File: config.mk
export PLATFORM = sky130hd
export DESIGN_NAME = lsm_regs
export DESIGN_NICKNAME = d
export VERILOG_FILES = /design/src/inc/lsm_pkg.sv /design/src/logic/lsm_regs.sv /design/src/logic/lsm_pin_driver.sv /design/src/logic/lsm_lost_flag.sv
export SDC_FILE = /design/constraint.sdc
export NUM_CORES = 1
export LEC_CHECK = 0
export ABC_CLOCK_PERIOD_IN_PS = 2900
export BUFFER_PORTS_ARGS = -buffer_cell sky130_fd_sc_hd__buf_2
export CAP_MARGIN = 20
export CORE_ASPECT_RATIO = 1.2
export CORE_MARGIN = 4
export CORE_UTILIZATION = 51
export CTS_BUF_LIST = sky130_fd_sc_hd__clkbuf_2 sky130_fd_sc_hd__clkbuf_4 sky130_fd_sc_hd__clkbuf_8
export CTS_CLUSTER_SIZE = 12
export DETAILED_ROUTE_END_ITERATION = 6
export GPL_ROUTABILITY_DRIVEN = 0
export GPL_TIMING_DRIVEN = 0
export PLACE_DENSITY = 0.87
export SLEW_MARGIN = 25
export SYNTH_ARGS = -nofsm -noshare
export SYNTH_HDL_FRONTEND = slang
export SYNTH_SLANG_ARGS = --single-unit
export TNS_END_PERCENT = 10
File: constraint.sdc
create_clock -name aclk -period 2.9 [get_ports aclk]
set_clock_uncertainty 0.1 [all_clocks]
set_input_delay 0 -clock aclk [delete_from_list [all_inputs] [get_ports aclk]]
set_output_delay 0 -clock aclk [all_outputs]
set_load 0.005 [all_outputs]
File: src/inc/lsm_pkg.sv
// Package of register map, field layout and reset values for the block.
package lsm_pkg;
   // ****************************************************************
   // Register byte offsets (index times four)
   // ****************************************************************
   localparam logic [11:0] IDX_FIXED_A    = 12'h171;
   localparam logic [11:0] IDX_FIXED_B    = 12'h172;
   localparam logic [11:0] IDX_PWRDN      = 12'h173;
   localparam logic [11:0] IDX_OPT_A      = 12'h17c;
   localparam logic [11:0] IDX_OPT_B      = 12'h17d;
   localparam logic [11:0] IDX_LOCK_STAT  = 12'h182;
   localparam logic [11:0] IDX_PIN_B_CFG  = 12'h170;
   localparam logic [13:0] ADDR_FIXED_A   = {IDX_FIXED_A, 2'b00};
   localparam logic [13:0] ADDR_FIXED_B   = {IDX_FIXED_B, 2'b00};
   localparam logic [13:0] ADDR_PWRDN     = {IDX_PWRDN, 2'b00};
   localparam logic [13:0] ADDR_OPT_A     = {IDX_OPT_A, 2'b00};
   localparam logic [13:0] ADDR_OPT_B     = {IDX_OPT_B, 2'b00};
   localparam logic [13:0] ADDR_LOCK_STAT = {IDX_LOCK_STAT, 2'b00};
   localparam logic [13:0] ADDR_PIN_B_CFG = {IDX_PIN_B_CFG, 2'b00};

   // ****************************************************************
   // Reset values
   // ****************************************************************
   localparam logic [7:0] RST_FIXED_A   = 8'h0a;
   localparam logic [7:0] RST_FIXED_B   = 8'h00;
   localparam logic [7:0] RST_PWRDN     = 8'h00;
   localparam logic [7:0] RST_OPT       = 8'h00;
   localparam logic [4:0] RST_SRC_SEL   = 5'h02;
   localparam logic [2:0] RST_DRV_TYPE  = 3'h6;

   // ****************************************************************
   // Field positions
   // ****************************************************************
   localparam int POS_PRE_PD   = 6;
   localparam int POS_LOOP2_PD = 5;
   localparam int POS_LOST     = 2;
   localparam int POS_LOCK_RB  = 1;
   localparam int POS_CLEAR    = 0;
   localparam logic [7:0] MASK_PWRDN = 8'h60;

   // ****************************************************************
   // Source select codes and drive types
   // ****************************************************************
   localparam logic [4:0] SRC_LOW      = 5'h00;
   localparam logic [4:0] SRC_L1_LOCK  = 5'h01;
   localparam logic [4:0] SRC_L2_LOCK  = 5'h02;
   localparam logic [4:0] SRC_BOTH     = 5'h03;
   localparam logic [4:0] SRC_HOLD     = 5'h04;
   localparam logic [4:0] SRC_DAC_LOCK = 5'h05;
   localparam logic [4:0] SRC_READBACK = 5'h07;
   localparam logic [4:0] SRC_DAC_RAIL = 5'h08;
   localparam logic [4:0] SRC_DAC_LOW  = 5'h09;
   localparam logic [4:0] SRC_DAC_HIGH = 5'h0a;
   localparam logic [4:0] SRC_DIV_LO   = 5'h0b;
   localparam logic [4:0] SRC_DIV_HI   = 5'h12;
   localparam logic [2:0] DRV_PUSH     = 3'h3;
   localparam logic [2:0] DRV_PUSH_INV = 3'h4;
   localparam logic [2:0] DRV_OPEN     = 3'h6;

   localparam logic [1:0] RESP_OKAY   = 2'b00;
   localparam logic [1:0] RESP_SLVERR = 2'b10;
endpackage

File: src/logic/lsm_regs.sv
// Register bank for status pin, tuning, powerdown and lock status.
//
// Function
// - Bits 7:3 of the pin config select the status pin source, reset 2.
// - Codes 8 to 10 route DAC flags and 11 to 18 route divider outputs.
// - Bits 2:0 pick push-pull 3, inverted 4 or open drain 6 (reset).
// - Powerdown bit 6 stops the loop2 prescaler and bit 5 stops loop2.
// - The lock-lost flag sets on a falling loop1 lock edge and sticks.
// - Releasing clear while lock is low does not set the flag.
// - Bit 1 of lock status reads the loop1 lock level registered one clock earlier.
// - Clear bit 0 at one holds the flag at zero until software drops it.
`timescale 1ns/1ps
module lsm_regs (
   input  wire logic        aclk,
   input  wire logic        aresetn,
   input  wire logic [13:0] s_axi_awaddr,
   input  wire logic        s_axi_awvalid,
   output logic             s_axi_awready,
   input  wire logic [31:0] s_axi_wdata,
   input  wire logic [3:0]  s_axi_wstrb,
   input  wire logic        s_axi_wvalid,
   output logic             s_axi_wready,
   output logic [1:0]       s_axi_bresp,
   output logic             s_axi_bvalid,
   input  wire logic        s_axi_bready,
   input  wire logic [13:0] s_axi_araddr,
   input  wire logic        s_axi_arvalid,
   output logic             s_axi_arready,
   output logic [31:0]      s_axi_rdata,
   output logic [1:0]       s_axi_rresp,
   output logic             s_axi_rvalid,
   input  wire logic        s_axi_rready,
   input  wire logic        loop1_dld,
   input  wire logic        loop2_dld,
   input  wire logic        holdover,
   input  wire logic        dac_locked,
   input  wire logic        spi_readback,
   input  wire logic        dac_rail,
   input  wire logic        dac_low,
   input  wire logic        dac_high,
   input  wire logic [7:0]  div_outs,
   output logic             status_pin_b_o,
   output logic             status_pin_b_oe_n,
   output logic             loop2_prescaler_powerdown,
   output logic             loop2_powerdown,
   output logic [7:0]       fixed_tuning_a,
   output logic [7:0]       fixed_tuning_b,
   output logic [7:0]       vco_temp_opt_a,
   output logic [7:0]       vco_temp_opt_b
);
   // ****************************************************************
   // Register state
   // ****************************************************************
   logic [7:0]  fixa_q, fixa_d;
   logic [7:0]  fixb_q, fixb_d;
   logic [7:0]  pwr_q, pwr_d;
   logic [7:0]  opta_q, opta_d;
   logic [7:0]  optb_q, optb_d;
   logic [4:0]  sel_q, sel_d;
   logic [2:0]  drv_q, drv_d;
   logic        clr_q, clr_d;

   // ****************************************************************
   // Bus state
   // ****************************************************************
   logic        aw_hold_q, aw_hold_d;
   logic        w_hold_q, w_hold_d;
   logic [13:0] awaddr_q, awaddr_d;
   logic [7:0]  wdata_q, wdata_d;
   logic        wstrb_q, wstrb_d;
   logic        bvalid_q, bvalid_d;
   logic [1:0]  bresp_q, bresp_d;
   logic        rvalid_q, rvalid_d;
   logic [1:0]  rresp_q, rresp_d;
   logic [31:0] rdata_q, rdata_d;
   logic        do_write;
   logic        hit;
   logic        lost;
   logic        lock_level;
   logic [7:0]  rd_byte;
   logic        rd_hit;

   assign s_axi_awready = !aw_hold_q && !bvalid_q;
   assign s_axi_wready  = !w_hold_q && !bvalid_q;
   assign s_axi_arready = !rvalid_q;
   assign do_write      = aw_hold_q && w_hold_q && !bvalid_q;

   always_comb begin
      aw_hold_d = aw_hold_q;
      w_hold_d  = w_hold_q;
      awaddr_d  = awaddr_q;
      wdata_d   = wdata_q;
      wstrb_d   = wstrb_q;
      bvalid_d  = bvalid_q;
      bresp_d   = bresp_q;
      if (s_axi_awvalid && s_axi_awready) begin
         aw_hold_d = 1'b1;
         awaddr_d  = s_axi_awaddr;
      end
      if (s_axi_wvalid && s_axi_wready) begin
         w_hold_d = 1'b1;
         wdata_d  = s_axi_wdata[7:0];
         wstrb_d  = s_axi_wstrb[0];
      end
      if (do_write) begin
         aw_hold_d = 1'b0;
         w_hold_d  = 1'b0;
         bvalid_d  = 1'b1;
         bresp_d   = hit ? lsm_pkg::RESP_OKAY : lsm_pkg::RESP_SLVERR;
      end else if (bvalid_q && s_axi_bready) begin
         bvalid_d = 1'b0;
      end
   end

   // ****************************************************************
   // Register writes
   // ****************************************************************
   always_comb begin
      fixa_d = fixa_q;
      fixb_d = fixb_q;
      pwr_d  = pwr_q;
      opta_d = opta_q;
      optb_d = optb_q;
      sel_d  = sel_q;
      drv_d  = drv_q;
      clr_d  = clr_q;
      hit    = 1'b1;
      unique case ({awaddr_q[13:2], 2'b00})
         lsm_pkg::ADDR_FIXED_A: if (do_write && wstrb_q) fixa_d = wdata_q;
         lsm_pkg::ADDR_FIXED_B: if (do_write && wstrb_q) fixb_d = wdata_q;
         lsm_pkg::ADDR_PWRDN: if (do_write && wstrb_q) begin
            pwr_d = wdata_q & lsm_pkg::MASK_PWRDN;
         end
         lsm_pkg::ADDR_OPT_A: if (do_write && wstrb_q) opta_d = wdata_q;
         lsm_pkg::ADDR_OPT_B: if (do_write && wstrb_q) optb_d = wdata_q;
         lsm_pkg::ADDR_LOCK_STAT: if (do_write && wstrb_q) begin
            clr_d = wdata_q[lsm_pkg::POS_CLEAR];
         end
         lsm_pkg::ADDR_PIN_B_CFG: if (do_write && wstrb_q) begin
            sel_d = wdata_q[7:3];
            drv_d = wdata_q[2:0];
         end
         default: hit = 1'b0;
      endcase
   end

   always_ff @(posedge aclk) begin
      if (!aresetn) begin
         fixa_q    <= lsm_pkg::RST_FIXED_A;
         fixb_q    <= lsm_pkg::RST_FIXED_B;
         pwr_q     <= lsm_pkg::RST_PWRDN;
         opta_q    <= lsm_pkg::RST_OPT;
         optb_q    <= lsm_pkg::RST_OPT;
         sel_q     <= lsm_pkg::RST_SRC_SEL;
         drv_q     <= lsm_pkg::RST_DRV_TYPE;
         clr_q     <= 1'b0;
         aw_hold_q <= 1'b0;
         w_hold_q  <= 1'b0;
         awaddr_q  <= 14'h0000;
         wdata_q   <= 8'h00;
         wstrb_q   <= 1'b0;
         bvalid_q  <= 1'b0;
         bresp_q   <= 2'b00;
      end else begin
         fixa_q    <= fixa_d;
         fixb_q    <= fixb_d;
         pwr_q     <= pwr_d;
         opta_q    <= opta_d;
         optb_q    <= optb_d;
         sel_q     <= sel_d;
         drv_q     <= drv_d;
         clr_q     <= clr_d;
         aw_hold_q <= aw_hold_d;
         w_hold_q  <= w_hold_d;
         awaddr_q  <= awaddr_d;
         wdata_q   <= wdata_d;
         wstrb_q   <= wstrb_d;
         bvalid_q  <= bvalid_d;
         bresp_q   <= bresp_d;
      end
   end

   // ****************************************************************
   // Read path
   // ****************************************************************
   always_comb begin
      rd_byte = 8'h00;
      rd_hit  = 1'b1;
      unique case ({s_axi_araddr[13:2], 2'b00})
         lsm_pkg::ADDR_FIXED_A:   rd_byte = fixa_q;
         lsm_pkg::ADDR_FIXED_B:   rd_byte = fixb_q;
         lsm_pkg::ADDR_PWRDN:     rd_byte = pwr_q;
         lsm_pkg::ADDR_OPT_A:     rd_byte = opta_q;
         lsm_pkg::ADDR_OPT_B:     rd_byte = optb_q;
         lsm_pkg::ADDR_LOCK_STAT: rd_byte = {5'h00, lost, lock_level, clr_q};
         lsm_pkg::ADDR_PIN_B_CFG: rd_byte = {sel_q, drv_q};
         default:                 rd_hit  = 1'b0;
      endcase
   end

   always_comb begin
      rvalid_d = rvalid_q;
      rresp_d  = rresp_q;
      rdata_d  = rdata_q;
      if (s_axi_arvalid && s_axi_arready) begin
         rvalid_d = 1'b1;
         rdata_d  = {24'h000000, rd_byte};
         rresp_d  = rd_hit ? lsm_pkg::RESP_OKAY : lsm_pkg::RESP_SLVERR;
      end else if (rvalid_q && s_axi_rready) begin
         rvalid_d = 1'b0;
      end
   end

   always_ff @(posedge aclk) begin
      if (!aresetn) begin
         rvalid_q <= 1'b0;
         rresp_q  <= 2'b00;
         rdata_q  <= 32'h00000000;
      end else begin
         rvalid_q <= rvalid_d;
         rresp_q  <= rresp_d;
         rdata_q  <= rdata_d;
      end
   end

   assign s_axi_bvalid = bvalid_q;
   assign s_axi_bresp  = bresp_q;
   assign s_axi_rvalid = rvalid_q;
   assign s_axi_rresp  = rresp_q;
   assign s_axi_rdata  = rdata_q;

   // ****************************************************************
   // Outputs and submodules
   // ****************************************************************
   assign loop2_prescaler_powerdown = pwr_q[lsm_pkg::POS_PRE_PD];
   assign loop2_powerdown           = pwr_q[lsm_pkg::POS_LOOP2_PD];
   assign fixed_tuning_a            = fixa_q;
   assign fixed_tuning_b            = fixb_q;
   assign vco_temp_opt_a            = opta_q;
   assign vco_temp_opt_b            = optb_q;

   lsm_lost_flag u_lost (
      .aclk       (aclk),
      .aresetn    (aresetn),
      .lock_in    (loop1_dld),
      .hold_clear (clr_q),
      .lost       (lost),
      .lock_level (lock_level)
   );

   lsm_pin_driver u_pin (
      .aclk         (aclk),
      .aresetn      (aresetn),
      .source_sel   (sel_q),
      .drive_type   (drv_q),
      .loop1_lock   (loop1_dld),
      .loop2_lock   (loop2_dld),
      .holdover     (holdover),
      .dac_locked   (dac_locked),
      .spi_readback (spi_readback),
      .dac_flags    ({dac_high, dac_low, dac_rail}),
      .div_outs     (div_outs),
      .pin_o        (status_pin_b_o),
      .pin_oe_n     (status_pin_b_oe_n)
   );
endmodule

File: src/logic/lsm_pin_driver.sv
// Status pin source multiplexer and output driver.
`timescale 1ns/1ps
module lsm_pin_driver (
   input  wire logic       aclk,
   input  wire logic       aresetn,
   input  wire logic [4:0] source_sel,
   input  wire logic [2:0] drive_type,
   input  wire logic       loop1_lock,
   input  wire logic       loop2_lock,
   input  wire logic       holdover,
   input  wire logic       dac_locked,
   input  wire logic       spi_readback,
   input  wire logic [2:0] dac_flags,
   input  wire logic [7:0] div_outs,
   output logic            pin_o,
   output logic            pin_oe_n
);
   logic       src;
   logic       pin_d;
   logic       pin_q;
   logic       oe_n_d;
   logic       oe_n_q;
   logic [4:0] div_idx;

   assign div_idx = source_sel - lsm_pkg::SRC_DIV_LO;

   always_comb begin
      src = 1'b0;
      if (source_sel == lsm_pkg::SRC_L1_LOCK) begin
         src = loop1_lock;
      end else if (source_sel == lsm_pkg::SRC_L2_LOCK) begin
         src = loop2_lock;
      end else if (source_sel == lsm_pkg::SRC_BOTH) begin
         src = loop1_lock & loop2_lock;
      end else if (source_sel == lsm_pkg::SRC_HOLD) begin
         src = holdover;
      end else if (source_sel == lsm_pkg::SRC_DAC_LOCK) begin
         src = dac_locked;
      end else if (source_sel == lsm_pkg::SRC_READBACK) begin
         src = spi_readback;
      end else if (source_sel >= lsm_pkg::SRC_DAC_RAIL &&
                   source_sel <= lsm_pkg::SRC_DAC_HIGH) begin
         src = dac_flags[source_sel[1:0]];
      end else if (source_sel >= lsm_pkg::SRC_DIV_LO &&
                   source_sel <= lsm_pkg::SRC_DIV_HI) begin
         src = div_outs[div_idx[2:0]];
      end
   end

   always_comb begin
      pin_d  = 1'b0;
      oe_n_d = 1'b1;
      if (drive_type == lsm_pkg::DRV_PUSH) begin
         pin_d  = src;
         oe_n_d = 1'b0;
      end else if (drive_type == lsm_pkg::DRV_PUSH_INV) begin
         pin_d  = ~src;
         oe_n_d = 1'b0;
      end else if (drive_type == lsm_pkg::DRV_OPEN) begin
         // Open drain only pulls low; high is left to the pull-up.
         pin_d  = 1'b0;
         oe_n_d = src;
      end
   end

   always_ff @(posedge aclk) begin
      if (!aresetn) begin
         pin_q  <= 1'b0;
         oe_n_q <= 1'b1;
      end else begin
         pin_q  <= pin_d;
         oe_n_q <= oe_n_d;
      end
   end

   assign pin_o    = pin_q;
   assign pin_oe_n = oe_n_q;
endmodule

File: src/logic/lsm_lost_flag.sv
// Sticky lock-lost flag with edge detection and hold-clear control.
`timescale 1ns/1ps
module lsm_lost_flag (
   input  wire logic aclk,
   input  wire logic aresetn,
   input  wire logic lock_in,
   input  wire logic hold_clear,
   output logic      lost,
   output logic      lock_level
);
   logic lock_d;
   logic lock_q;
   logic lost_d;
   logic lost_q;

   always_comb begin
      lock_d = lock_in;
      lost_d = lost_q;
      if (lock_q && !lock_in) begin
         lost_d = 1'b1;
      end
      // Clear control holds it at zero.
      if (hold_clear) begin
         lost_d = 1'b0;
      end
   end

   always_ff @(posedge aclk) begin
      if (!aresetn) begin
         lock_q <= 1'b0;
         lost_q <= 1'b0;
      end else begin
         lock_q <= lock_d;
         lost_q <= lost_d;
      end
   end

   // Only an edge sets it, never a low level at release.
   assign lost       = lost_q;
   assign lock_level = lock_q;
endmodule

Yosys cells after proc, flatten, opt, wreduce, memory -nomap -nowiden
Cells that the tools add are included.
{"block": "totals", "regBits": 86, "in_bits": 87, "output_inout_bits": 77, "wordCells": 112}
{"block": "op_classes", "add_sub_neg": 1, "magnitude_cmp": 6, "n_eq_ne": 23, "n_mux": 26, "bitwise_logic": 3, "reduce_logical": 31}
{"operator": "$eq 12x9->1 const B", "count": 14}
{"operator": "$pmux 8 s7", "count": 1}
{"operator": "$mux 1", "count": 21}
{"operator": "$eq 5x3->1 const B", "count": 3}
{"operator": "$reduce_and 2->1", "count": 7}
{"operator": "$reduce_or 7->1", "count": 2}
{"operator": "$logic_and 1x1->1", "count": 13}
{"operator": "$eq 5x2->1 const B", "count": 2}
{"operator": "$ge 5x4->1 const B", "count": 2}
{"operator": "$eq 3x3->1 const B", "count": 2}
{"operator": "$eq 5x1->1 const B", "count": 1}
{"operator": "$le 5x4->1 const B", "count": 1}
{"operator": "$le 5x5->1 const B", "count": 1}
{"operator": "$logic_not 1->1", "count": 5}
{"operator": "$lt 3x4->1 const B", "count": 1}
{"operator": "$mux 2", "count": 2}
{"operator": "$reduce_bool 2->1", "count": 2}
{"operator": "$reduce_or 2->1", "count": 2}
{"operator": "$bmux 1 s3", "count": 1}
{"operator": "$eq 3x2->1 const B", "count": 1}
{"operator": "$lt 2x3->1 const B", "count": 1}
{"operator": "$sub 3x2->3 const B", "count": 1}
{"operator": "$bmux 1 s2", "count": 1}
{"operator": "$not 1->1", "count": 2}
{"operator": "$and 1x1->1", "count": 1}

Longest topological paths before layout
{"block": "depth", "depth_word": 14, "depth_mapped": 8, "depth_no_buf": 7}

By module
A second synthesis with hierarchy kept.
{"block": "unflattened", "cells_unflattened": 506, "area_unflattened_um2": 4142.7}
{"module": "lsm_regs", "instances": 1, "cells_each": 455, "area_each_um2": 3698.5, "seq_area_each_um2": 1561.5}
{"module": "lsm_pin_driver", "instances": 1, "cells_each": 45, "area_each_um2": 377.9, "seq_area_each_um2": 40.0}
{"module": "lsm_lost_flag", "instances": 1, "cells_each": 6, "area_each_um2": 66.3, "seq_area_each_um2": 40.0}

Worst setup path before layout
No wires, ideal clock.
{"block": "synth_timing", "kind": "register -> register", "start": "register sel_q[0]", "end": "register u_pin.pin_q, in the netlist u_pin.pin_o", "setup_ns": 0.072, "t_arrival_ns": 1.991, "required_time_ns": 2.728, "slack_ns": 0.738, "stages_incl_launch_ff": 9, "path_buffers": 1, "synth_period_minus_slack_ns": 2.162, "cell_sequence": "dfxtp_1 -> clkbuf_1 -> inv_1 -> ha_1 -> mux4_2 -> mux2i_1 -> a211oi_1 -> a221oi_1 -> mux2i_1"}
{"block": "synth_via", "elab_chain_cells": 14, "elab_cells_between_ends": 28, "cone_classes": "add/sub (1); order compare (4); eq/ne (6); mux (14); bitwise (1); reduce/logical (2)"}
{"element": "from (decl)", "line": "lsm_regs.sv:59", "source": "logic [4:0] sel_q, sel_d;"}
{"element": "from (signal assigned)", "line": "lsm_regs.sv:154", "source": "sel_q <= lsm_pkg::RST_SRC_SEL;"}
{"element": "from (signal assigned)", "line": "lsm_regs.sv:170", "source": "sel_q <= sel_d;"}
{"element": "$sub 3x2->3", "line": "lsm_pin_driver.sv:25", "source": "assign div_idx = source_sel - lsm_pkg::SRC_DIV_LO;"}
{"element": "$bmux 1 s3", "line": "lsm_pin_driver.sv:46", "source": "src = div_outs[div_idx[2:0]];"}
{"element": "$mux 1 (implied by the code)", "line": "lsm_pin_driver.sv:46"}
{"element": "$mux 1", "line": "lsm_pin_driver.sv:44", "source": "end else if (source_sel >= lsm_pkg::SRC_DIV_LO &&"}
{"element": "$mux 1", "line": "lsm_pin_driver.sv:41", "source": "end else if (source_sel >= lsm_pkg::SRC_DAC_RAIL &&"}
{"element": "$mux 1", "line": "lsm_pin_driver.sv:39", "source": "end else if (source_sel == lsm_pkg::SRC_READBACK) begin"}
{"element": "$mux 1", "line": "lsm_pin_driver.sv:37", "source": "end else if (source_sel == lsm_pkg::SRC_DAC_LOCK) begin"}
{"element": "$mux 1", "line": "lsm_pin_driver.sv:35", "source": "end else if (source_sel == lsm_pkg::SRC_HOLD) begin"}
{"element": "$mux 1", "line": "lsm_pin_driver.sv:33", "source": "end else if (source_sel == lsm_pkg::SRC_BOTH) begin"}
{"element": "$mux 1", "line": "lsm_pin_driver.sv:31", "source": "end else if (source_sel == lsm_pkg::SRC_L2_LOCK) begin"}
{"element": "$mux 1 (*)", "line": "lsm_pin_driver.sv:29", "source": "if (source_sel == lsm_pkg::SRC_L1_LOCK) begin"}
{"element": "$not 1->1", "line": "lsm_pin_driver.sv:57", "source": "pin_d = ~src;"}
{"element": "$mux 1", "line": "lsm_pin_driver.sv:56", "source": "end else if (drive_type == lsm_pkg::DRV_PUSH_INV) begin"}
{"element": "$mux 1 (*)", "line": "lsm_pin_driver.sv:53", "source": "if (drive_type == lsm_pkg::DRV_PUSH) begin"}
{"element": "to (signal assigned)", "line": "lsm_pin_driver.sv:71", "source": "pin_q <= pin_d;"}
{"element": "to (decl)", "line": "lsm_pin_driver.sv:20", "source": "logic pin_q;"}
Every way passes the cells marked *; elsewhere a longest branch is shown, timed or not. The select of a mux whose other input is x is not followed.
A chain may end at the register's enable or synchronous reset.

Final worst setup path
{"block": "layout_timing", "start": "register sel_q[0]", "end": "register u_pin.oe_n_q, in the netlist u_pin.pin_oe_n"}
{"block": "layout_via", "elab_chain_cells": 14, "elab_cells_between_ends": 28, "cone_classes": "add/sub (1); order compare (4); eq/ne (6); mux (15); reduce/logical (2)"}
{"element": "$sub 3x2->3", "line": "lsm_pin_driver.sv:25"}
{"element": "$bmux 1 s3", "line": "lsm_pin_driver.sv:46"}
{"element": "$mux 1 (implied by the code)", "line": "lsm_pin_driver.sv:46"}
{"element": "$mux 1", "line": "lsm_pin_driver.sv:44"}
{"element": "$mux 1", "line": "lsm_pin_driver.sv:41"}
{"element": "$mux 1", "line": "lsm_pin_driver.sv:39"}
{"element": "$mux 1", "line": "lsm_pin_driver.sv:37"}
{"element": "$mux 1", "line": "lsm_pin_driver.sv:35"}
{"element": "$mux 1", "line": "lsm_pin_driver.sv:33"}
{"element": "$mux 1", "line": "lsm_pin_driver.sv:31"}
{"element": "$mux 1 (*)", "line": "lsm_pin_driver.sv:29"}
{"element": "$mux 1 (*)", "line": "lsm_pin_driver.sv:59", "source": "end else if (drive_type == lsm_pkg::DRV_OPEN) begin"}
{"element": "$mux 1 (*)", "line": "lsm_pin_driver.sv:56"}
{"element": "$mux 1 (*)", "line": "lsm_pin_driver.sv:53"}
{"element": "to (signal assigned)", "line": "lsm_pin_driver.sv:72", "source": "oe_n_q <= oe_n_d;"}
{"element": "to (decl)", "line": "lsm_pin_driver.sv:22", "source": "logic oe_n_q;"}
Marked as above.

==> results.json <==
{
  "antenna_found_initial": 0,
  "die_y_um": 107,
  "cts.sinks": 82,
  "p_leak_nw": 2.52,
  "crit_arrival_ns": 2.60,
  "port_buffers": 103,
  "final_cells": 726,
  "cts_made_buffers": 9,
  "seq_area_frac_synth_pct": 39.2,
  "drtPass1Iterations": 5,
  "clkSlewWorstSetupHoldPaths_ns": 0.08,
  "dpl_cell_area_um2": 4910,
  "hold_start": "loop2_dld",
  "synthArstFlopShare_pct": 0,
  "outcome": "finished, final reports clean",
  "postRouteWirelength_um": 12200,
  "seqPwrFrac_pct": 50.7,
  "routedWlPerCell_um": 16.9,
  "post-route-period-util_pct": 86.2,
  "worst_pin_slew_ns": 0.629,
  "ys_warn_count": 0,
  "rsz0062_at_grt": "false",
  "grt_max_degree": 14,
  "crit_chain": "clkbuf_1 > inv_1 > ha_1 > mux4_2 > mux2i_1 > a211oi_1 > a221oi_1 > a22oi_1",
  "grt_pass1_wl_um": 19700,
  "n_antenna_cell": 0,
  "cts_tree": "yes",
  "area_growth_pct": 29.8,
  "detail-route-antenna-nets": 0,
  "cts_buffer_depth": 2,
  "dieWidth_um": 90.7,
  "grt_use_total_pct": 25.4,
  "p_total_mw": 2.34,
  "drive_above_1_share_pct": 25.7,
  "design.die.area_um2": 9720,
  "dp_slack_ns": 0.420,
  "required_ns": 3.01,
  "finalHoldViolations": 0,
  "max_freq_ghz": 0.400,
  "synth_top_area_share_pct": 39.2,
  "p_sw_uw": 562,
  "ir_drop_v": 0.000254,
  "slowest_delay_ns": 0.38,
  "clk_latency_ns": 0.35,
  "final_area_um2": 5430,
  "drtIter0Drc": 233,
  "setup_ws_ns": 0.402,
  "rows": 35,
  "core_um2": 7840,
  "final_cell_mix": "buf_2, dfxtp_1, nand2_1",
  "path_class": "flip-flop to flip-flop",
  "slew_headroom_pct": 57.6,
  "postCtsSetupBuffers": 0,
  "avgSynthCellArea_um2": 9.09,
  "p_per_area_nw_per_um2": 431,
  "layout_min_cycle_time_ns": 2.50,
  "ys.flop_type": "dfxtp_1",
  "root_buffer": "clkbuf_8",
  "cp-end-kind": "flip-flop",
  "hpwl_um": 8800,
  "internal_power_mw": 1.78,
  "synth-edff-count": 0,
  "initial_core_util_pct": 53.4,
  "hold_path.class": "input port to flip-flop",
  "setup_tns_ns": 0,
  "critPathLaunchType": "flip-flop",
  "dp.cells": 680,
  "vias": 4015,
  "via_per_inst": 5.53,
  "finalNetCount": 721,
  "synth_area_um2": 4180,
  "p_comb_share_pct": 11.3,
  "ys_top_cells_by_area": "dfxtp_1, mux2i_1, nor2b_1",
  "fill_cells": 608,
  "cp_top_family": "compound AO/OA/AOI/OAI gates",
  "worstPathMaxFanout": 7,
  "drv_slew": 0,
  "cap_violations": 0,
  "crit_start": "sel_q[0]",
  "drc": 0,
  "htreeDepth": 3,
  "utilization_pct": 69.3,
  "boundaryPins": 164,
  "grt_pass1_vias": 4170,
  "grt-ovfl-total": 0,
  "worst-path-buf-inv": 2,
  "p_clk_share_pct": 38.1,
  "swShare_pct": 24.0,
  "synth_cell_type_count": 55,
  "ys_ff_latch": 82,
  "r2r_start": "sel_q[0]",
  "syn_inst": 460,
  "yosysTopAreaCell": "dfxtp_1",
  "critical-path-slowest-cell": "clkbuf_1",
  "final_common_cell": "buf_2",
  "setup_violations": 0,
  "holdWs_ns": 0.0610
}
[worst register-to-register path, delay by kind of cell, from the launching register on]
family	cells	cell delay (ns)
adder cells (fa/ha/maj)	1	0.35
flip-flops	1	0.36
multiplexers	2	0.44
buffers and inverters	2	0.53
AO/OA/AOI/OAI	3	0.58
[power groups by stage]
stage	Clock [mW]	Sequential [mW]	Combinational, mW
after floorplan	0	1.20	0.146
after global placement	0	1.21	0.214
after detailed placement	0	1.21	0.222
after CTS	0.899	1.19	0.257
after global routing	0.943	1.19	0.293
final	0.891	1.19	0.264
[what timing repair did]
action | 4_1_cts | 5_1_grt
hold endpoints to repair | 27 | 0
hold buffers | 31 | 0
resized for setup | 0 | 0
[registers in the layout (all words and copies together), names as in the netlist, 2 cells and up]
signal / cells
awaddr_q: 12
drv_q: 3
fixed_tuning_a: 8
fixed_tuning_b: 8
pwr_q: 2
s_axi_rdata: 8
sel_q: 5
vco_temp_opt_a: 8
vco_temp_opt_b: 8
wdata_q: 8
[kinds of logic after synthesis]
kind of cell / after synthesis / synth area share, %
muxes: 54 / 14.2
other: 1 / 0.0897
adders and majority gates: 4 / 1.20
xor gates and xnor gates: 1 / 0.209
buffers and inverters: 63 / 8.23
and+or+nand+nor: 172 / 22.4
AOI/OAI and AO/OA: 83 / 14.4
DFF: 82 / 39.2
[area by class of cell]
class | instances | area [um2] | area share [%]
tap | 92 | 115 | 2.12
sequential | 82 | 1640 | 30.2
inverter | 13 | 48.8 | 0.899
clock inverter | 5 | 80.1 | 1.47
clock buffer | 10 | 131 | 2.42
timing repair buffer | 134 | 826 | 15.2
buffer | 50 | 295 | 5.44
multi-input combinational | 340 | 2290 | 42.2
[path summary, 6_finish.rpt]
| check | end | slack, ns | cells past startpoint |
|---|---|---|---|
| worst min-delay path | u_pin.pin_o | 0.06 | 4 |
| worst min register to register | s_axi_rdata[0] | 0.36 | 2 |
| worst max-delay path | u_pin.pin_oe_n | 0.40 | 8 |
| worst max register to register | u_pin.pin_oe_n | 0.40 | 8 |
[cells in the mapped netlist (3+ instances only)]
library cell  instances
clkbuf_1             21
mux2i_1              48
o21ai_1               4
a22o_1                4
nor2b_1              43
nor3_1                3
nand2_1              61
o21ai_0              12
inv_1                13
nand4b_1              5
or3_1                 4
dfxtp_1              82
ha_1                  4
mux4_2                4
a21oi_1               7
a21boi_0             25
and3_1                4
a22oi_1               4
a21o_1                3
nand3_1               8
and2_1                8
a211oi_1              3
nor4_1                3
nor2_1               14
nor4b_1               3
buf_4                26
nand2b_1              3
[per-layer routing]
metal	global-route usage [%]	part of all wire, %
met1	25.7	36
met2	47.4	51
met3	6.32	8.2
met4	14.2	4.5
met5	0	0
No activity file was read; power rests on OpenSTA's default activity.
